### src/mem_map_pkg.sv
// Shared constants and carrier types for the program and data memory map.
// Assumes a single core clock and a core that owns the control registers.
package mem_map_pkg;

  // ----------------------------------------------------------------------
  // Program memory
  // ----------------------------------------------------------------------
  localparam int PC_W = 13;
  localparam int PHYS_W = 11;
  localparam int SMALL_PHYS_W = 10;
  localparam logic [PC_W-1:0] RESET_VEC = 13'h0000;
  localparam logic [PC_W-1:0] INTR_VEC = 13'h0004;
  localparam logic [PC_W-1:0] PC_STEP = 13'h0001;

  // ----------------------------------------------------------------------
  // Data memory
  // ----------------------------------------------------------------------
  localparam int DATA_W = 8;
  localparam int DADDR_W = 9;
  localparam int DIR_W = 7;
  localparam int BANK_W = 2;
  localparam int IDX_W = 7;
  localparam int LARGE_DEPTH = 128;
  localparam int SMALL_DEPTH = 64;
  localparam logic [BANK_W-1:0] BANK0 = 2'h0;
  localparam logic [BANK_W-1:0] BANK1 = 2'h1;
  localparam logic [DIR_W-1:0] CTRL_TOP = 7'h1f;
  localparam logic [DIR_W-1:0] LARGE_B0_LO = 7'h20;
  localparam logic [DIR_W-1:0] SMALL_B0_LO = 7'h40;
  localparam logic [DIR_W-1:0] B1_SCR_LO = 7'h20;
  localparam logic [DIR_W-1:0] B1_SCR_HI = 7'h3f;
  localparam logic [IDX_W-1:0] B1_SCR_BASE = 7'h60;
  localparam logic [DIR_W-1:0] MIRROR_LO = 7'h70;
  localparam logic [DATA_W-1:0] UNIMPL_DATA = 8'h00;

  typedef enum logic [1:0] {
    REGION_CTRL,
    REGION_SCRATCH,
    REGION_NONE
  } region_t;

  typedef struct packed {
    logic intr_take;
    logic load;
    logic [PC_W-1:0] load_addr;
    logic advance;
  } pc_ctl_t;

  typedef struct packed {
    logic valid;
    logic write;
    logic indirect;
    logic [DIR_W-1:0] dir_addr;
    logic [DATA_W-1:0] wdata;
  } data_req_t;

  typedef struct packed {
    logic valid;
    logic is_ctrl;
    logic [DATA_W-1:0] rdata;
  } data_rsp_t;

  typedef struct packed {
    logic valid;
    logic write;
    logic [DADDR_W-1:0] addr;
    logic [DATA_W-1:0] wdata;
  } ctrl_acc_t;

endpackage

### src/data_addr_decode.sv
// Decodes a full data address into control, scratch or unimplemented space.
// Purely combinational; the caller holds the scratch store.
`timescale 1ns/1ps
`default_nettype none
module data_addr_decode
  import mem_map_pkg::*;
#(
  parameter bit SMALL_VARIANT = 1'b0
) (
  input wire logic [DADDR_W-1:0] addr, // Bank bits and in-bank offset
  output region_t region,              // Decoded region
  output logic [IDX_W-1:0] index       // Scratch store index
);

  logic [BANK_W-1:0] bank;
  logic [DIR_W-1:0] off;

  assign bank = addr[DADDR_W-1:DIR_W];
  assign off = addr[DIR_W-1:0];

  always_comb begin
    region = REGION_NONE;
    index = '0;
    if (off <= CTRL_TOP) begin
      region = REGION_CTRL;
    end else if (bank == BANK0 || (bank == BANK1 && off >= MIRROR_LO)) begin
      // The bank 1 top window shares storage with bank 0.
      if (!SMALL_VARIANT) begin
        region = REGION_SCRATCH;
        index = off - LARGE_B0_LO;
      end else if (off >= SMALL_B0_LO) begin
        region = REGION_SCRATCH;
        index = off - SMALL_B0_LO;
      end
    end else if (bank == BANK1 && !SMALL_VARIANT && off <= B1_SCR_HI) begin
      region = REGION_SCRATCH;
      index = off - B1_SCR_LO + B1_SCR_BASE;
    end
  end

endmodule
`default_nettype wire

### src/prog_addr_wrap.sv
// Folds the program counter onto the implemented program store.
// Assumes the caller registers the result.
`timescale 1ns/1ps
`default_nettype none
module prog_addr_wrap
  import mem_map_pkg::*;
#(
  parameter bit SMALL_VARIANT = 1'b0
) (
  input wire logic [PC_W-1:0] pc_in, // Program counter value
  output logic [PHYS_W-1:0] phys     // Implemented store address
);

  // Upper counter bits are dropped, so any address lands in the first 2K.
  always_comb begin
    if (SMALL_VARIANT) begin
      phys = {1'b0, pc_in[SMALL_PHYS_W-1:0]};
    end else begin
      phys = pc_in[PHYS_W-1:0];
    end
  end

endmodule
`default_nettype wire

### src/program_data_memory_map.sv
// Program counter with vector handling, and data memory map with the
// scratch store, mirrored window and control register forwarding.
// Assumes the core owns the control registers, the bank bits and the
// indirect pointer, all on clk_sys.
`timescale 1ns/1ps
`default_nettype none

// Summary of operation
// - Program counter is 13 bits, addressing an 8K by 14 space.
// - Only 1K (small) or 2K (large) program words are implemented.
// - Fetches above the implemented range wrap into the first 1K (small) or 2K (large).
// - Fetch starts at address zero after reset.
// - Taking an interrupt loads the counter with 0004h.
// - The lowest 32 locations of every bank are control registers.
// - Large: bank 0 20h-7Fh and bank 1 A0h-BFh are scratch RAM.
// - Small: scratch RAM sits only at 40h-7Fh.
// - Bank 1 F0h-FFh reaches the same storage as bank 0 70h-7Fh.
// - Unimplemented locations read zero and ignore writes.
// - Bank bits, high then low, select banks 0 to 3.
// - Scratch RAM holds 64 bytes small, 128 bytes large.
// - Every location is reachable directly and through the pointer.
module program_data_memory_map
  import mem_map_pkg::*;
#(
  parameter bit SMALL_VARIANT = 1'b0
) (
  input wire logic clk_sys,                // Core clock
  input wire logic nrst,                   // Synchronous reset, active low
  input wire pc_ctl_t pc_ctl,              // Counter control from the core
  input wire logic bank_select_high,       // Upper bank bit
  input wire logic bank_select_low,        // Lower bank bit
  input wire logic [DATA_W-1:0] indirect_pointer, // Pointer register
  input wire data_req_t req,               // Data access request
  output logic [PC_W-1:0] pc,              // Program counter
  output logic [PHYS_W-1:0] fetch_addr,    // Implemented fetch address
  output data_rsp_t rsp,                   // Data access answer
  output ctrl_acc_t special_control_regs   // Forwarded control access
);

  // ----------------------------------------------------------------------
  // State
  // ----------------------------------------------------------------------
  localparam int DEPTH = SMALL_VARIANT ? SMALL_DEPTH : LARGE_DEPTH;

  // The store is sized for the large part; the small decode never
  // produces an index past its 64 bytes, so the upper half stays idle.
  typedef struct packed {
    logic [PC_W-1:0] pc;
    logic [PHYS_W-1:0] fetch;
    data_rsp_t rsp;
    ctrl_acc_t ctrl;
    logic [LARGE_DEPTH-1:0][DATA_W-1:0] ram;
  } state_t;

  state_t st;
  state_t next_st;

  logic [PC_W-1:0] next_pc;
  logic [PHYS_W-1:0] next_phys;
  logic [DADDR_W-1:0] full_addr;
  region_t region;
  logic [IDX_W-1:0] index;

  // ----------------------------------------------------------------------
  // Program counter
  // ----------------------------------------------------------------------
  // Interrupt entry wins over a jump, and a jump over a plain step.
  always_comb begin
    if (pc_ctl.intr_take) begin
      next_pc = INTR_VEC;
    end else if (pc_ctl.load) begin
      next_pc = pc_ctl.load_addr;
    end else if (pc_ctl.advance) begin
      next_pc = st.pc + PC_STEP;
    end else begin
      next_pc = st.pc;
    end
  end

  prog_addr_wrap #(
    .SMALL_VARIANT(SMALL_VARIANT)
  ) u_wrap (
    .pc_in(next_pc),
    .phys(next_phys)
  );

  // ----------------------------------------------------------------------
  // Data address formation and decode
  // ----------------------------------------------------------------------
  // The indirect path takes its ninth bit from the upper bank bit.
  always_comb begin
    if (req.indirect) begin
      full_addr = {bank_select_high, indirect_pointer};
    end else begin
      full_addr = {bank_select_high, bank_select_low, req.dir_addr};
    end
  end

  data_addr_decode #(
    .SMALL_VARIANT(SMALL_VARIANT)
  ) u_decode (
    .addr(full_addr),
    .region(region),
    .index(index)
  );

  // ----------------------------------------------------------------------
  // Next state
  // ----------------------------------------------------------------------
  always_comb begin
    next_st = st;
    next_st.pc = next_pc;
    next_st.fetch = next_phys;
    next_st.rsp = '0;
    next_st.ctrl = '0;
    if (req.valid) begin
      next_st.rsp.valid = 1'b1;
      case (region)
        REGION_CTRL: begin
          // The core answers with its own register value.
          next_st.rsp.is_ctrl = 1'b1;
          next_st.ctrl.valid = 1'b1;
          next_st.ctrl.write = req.write;
          next_st.ctrl.addr = full_addr;
          next_st.ctrl.wdata = req.wdata;
        end
        REGION_SCRATCH: begin
          if (req.write) begin
            next_st.ram[index] = req.wdata;
          end else begin
            next_st.rsp.rdata = st.ram[index];
          end
        end
        default: begin
          next_st.rsp.rdata = UNIMPL_DATA;
        end
      endcase
    end
  end

  always_ff @(posedge clk_sys) begin
    if (!nrst) begin
      st <= '0;
      st.pc <= RESET_VEC;
    end else begin
      st <= next_st;
    end
  end

  assign pc = st.pc;
  assign fetch_addr = st.fetch;
  assign rsp = st.rsp;
  assign special_control_regs = st.ctrl;

  logic [DIR_W-1:0] req_off;
  assign req_off = req.dir_addr;
endmodule
`default_nettype wire

### config.mk
export PLATFORM = sky130hd
export DESIGN_NAME = program_data_memory_map
export DESIGN_NICKNAME = d
export VERILOG_FILES = /design/src/mem_map_pkg.sv /design/src/data_addr_decode.sv /design/src/prog_addr_wrap.sv /design/src/program_data_memory_map.sv
export SDC_FILE = /design/constraint.sdc
export NUM_CORES = 2
export LEC_CHECK = 0
export BUFFER_PORTS_ARGS = -buffer_cell sky130_fd_sc_hd__clkbuf_2
export CAP_MARGIN = 0
export CORE_MARGIN = 3
export CORE_UTILIZATION = 65
export DETAILED_ROUTE_END_ITERATION = 8
export GPL_ROUTABILITY_DRIVEN = 0
export PLACE_DENSITY = 0.83
export SETUP_SLACK_MARGIN = 0.05
export SLEW_MARGIN = 20
export SYNTH_ARGS = -nofsm -noshare
export SYNTH_HDL_FRONTEND = slang
export SYNTH_SLANG_ARGS = --single-unit
### constraint.sdc
create_clock -name clk_sys -period 6.6 [get_ports clk_sys]
set_clock_uncertainty 0.2 [all_clocks]
set_input_delay 1.32 -clock clk_sys [delete_from_list [all_inputs] [get_ports clk_sys]]
set_output_delay 1.32 -clock clk_sys [all_outputs]
set_load 0.005 [all_outputs]
==> run summary <==
Status = finished clean
Mapped Area = 50400 um^2
Final Max Tran Viols = 0
Number of global-route vias before repair = 42900
CP Launch Type = input port
Detailed-route wire length per cell = 22.8 um
Post-synth top area share = 42.3%
First-pass GRT wire length = 243000 um
Core ar. = 76300 um^2
CTS buffer count = 108
CTS clock-pin slew for the worst setup and hold paths = 60 ps
Flops & latches, synth = 1065
FF-to-FF setup slack = 3740 ps
Period utilization = 95.2%
Slew @ Worst Pin = 1140 ps
Top post-synthesis cells by area = dfxtp_1 (42%), a21boi_0 (12%), mux2i_1 (9.8%), nand2_1 (9.4%), nand3_1 (6.6%)
FFs w/ async S/R, synth = 0%
Setup TNS = 0 ps
Antenna violations before repair = 4
Initial drt markers = 6912
Largest net degree at the start of global routing = 255
Synth Flop Type = dfxtp_1
Total GRT Usage = 37.2%
PD cells = 253 nW/um^2
Die width = 284 um
Most common cell after layout, fill and taps aside = nand2_1
Die H = 284 um
P_leak = 17.7 nW
Post-Syn Nets = 6107
TritonCTS Sinks = 1065
Util after Layout = 71.7%
Synthesis Warnings = 0
# DRC = 0
Cells after Synth = 6056
Worst Reg-to-Reg Cells = 6
Worst setup startpoint = req[15]
Starting Density = 66.0%
Reg2reg end = rsp[3]
Fin nets = 5816
Arrival time at the worst endpoint = 6580 ps
Req. time, crit path = 6890 ps
Final hold vios = 0
Die area = 80800 um^2
Fmax = 159 MHz
Max_cap viols = 0
Crit end category = flop
Post-synth EDFFs = 0
Clock Root Buffer = clkbuf_16
Ratio of cells with drive above 1 in the final layout = 8.10%
Worst Hold Class = reg2reg
Clk_lat worst skew = 700 ps
Seq/Total Area, Yosys = 42.3%
Final Setup Violations = 0
Peak supply drop = 200 uV
Most frequent cells in the layout = nand2_1 (1256), dfxtp_1 (1065), a21boi_0 (784)
Post-CTS Setup Bufs = 0
Distinct cells, synth = 80
Final HPWL DP = 92300 um
Critical Path Fanout Max = 48
Worst slew margin = 22.1%
RSZ-0062 raised after global routing = false
Avg Cell Area, Syn = 8.32 um^2
Antenna-violating nets left = 0
PortBufs = 98
Cell Rows = 101
Io pins = 99
Setup Crit Path Kind = in2reg
Drt first pass iters = 9
Vias = 45600
Tmin final = 6290 ps
Leading area contributor after synthesis = dfxtp_1
CP Capture Point = rsp[3]
CTS H-Tree Depth = 3
Via density = 6.62
Bufs on Longest Clock Path = 3
Layout area overhead = 8.61%
CTS tree = done
Post-Route WL = 157000 um
Overflow after GRT = 0
where the power goes:
part / switching (mW) / leakage [nW] / internal (mW)
sequential: 0.00701 / 8.58 / 6.44
combinational: 0.682 / 7.22 / 0.251
clock: 2.64 / 1.87 / 3.82
worst min-delay path by stage:
stage	endpoint	slack [ps]	cells after the start
after floorplan	flop	240	2
final	flop	260	2
after detailed placement	flop	260	2
after CTS	flop	260	2
after global placement	flop	250	2
after global routing	flop	280	2
cell usage after synthesis, drive strengths merged (3+ instances only):
library cell	number
a2111oi	10
a211oi	17
a21boi	787
a21oi	196
a221o	3
a221oi	8
a22oi	64
a31o	4
a31oi	55
and2	13
and3	8
and4	3
buf	203
clkbuf	408
dfxtp	1065
ha	5
inv	8
mux2	8
mux2i	493
nand2	1263
nand3	664
nand4	8
nor2	95
nor2b	241
nor3	28
nor4	4
o2111a	3
o211ai	4
o21ai	166
o221ai	3
o22a	44
o22ai	60
o2bb2ai	28
o31a	5
o31ai	14
o32ai	7
o41ai	9
or3	4
or4	4
xor2	8
layer usage:
| layer | GRT usage, % | vias up | part of all wire (%) |
|---|---|---|---|
| li1 | - | 20400 | - |
| met5 | 0 | - | 0.0064 |
| met1 | 49.8 | 21600 | 39 |
| met3 | 9.70 | 626 | 12 |
| met4 | 18.0 | 2 | 5.2 |
| met2 | 55.8 | 2948 | 43 |
cells by family after synthesis:
logic type | synth area share, %
and+or+nand+nor | 21.2
AOI/OAI and AO/OA | 20.9
DFF | 42.3
buffers and inverters | 5.31
muxes | 10.0
xor gates and xnor gates | 0.174
adders and majority gates | 0.124
critical path, stage by stage:
cell and delay (ps):
clkbuf_2 280, mux2i_1 440, ha_1 240, o221ai_1 160, a211oi_1 580, o31a_1 680, o21ai_4 270, buf_12 260
buf_4 260, o2bb2ai_1 200, a2111oi_1 670, o22ai_1 180, o31ai_1 620, a31oi_1 330
timing repair:
item / 4_1_cts / 5_1_grt
setup endpoints to repair: 0 / 1
hold buffers: 0 / 0
gates resized for setup: 0 / 1
hold endpoints to repair: 0 / 0
stage by stage:
| stage | worst slack [ps] | cell area, um^2 | hold WS (ps) | power, mW | std cells |
|---|---|---|---|---|---|
| after floorplan | 1700 | 50400 | 239 | 7.17 | 6056 |
| after global placement | 78.8 | 50900 | 246 | 7.47 | 6685 |
| after CTS | 591 | 54700 | 265 | 13.8 | 6883 |
| final | 314 | 54700 | 263 | 13.8 | 6886 |
| after detailed placement | -84.1 | 50900 | 255 | 7.47 | 6685 |
| after global routing | 111 | 54700 | 279 | 14.1 | 6883 |
area by class of cell:
type / count / area (um^2)
well taps: 1030 / 1290
diodes: 3 / 7.51
fillers: 5806 / 21600
multi-input cells: 4372 / 26600
clock buffers: 165 / 3330
clock inverters: 33 / 433
flip-flops and latches: 1065 / 21300
inverters: 8 / 30.0
repair buffers: 210 / 1650
No activity file was read; power rests on OpenSTA's default activity.
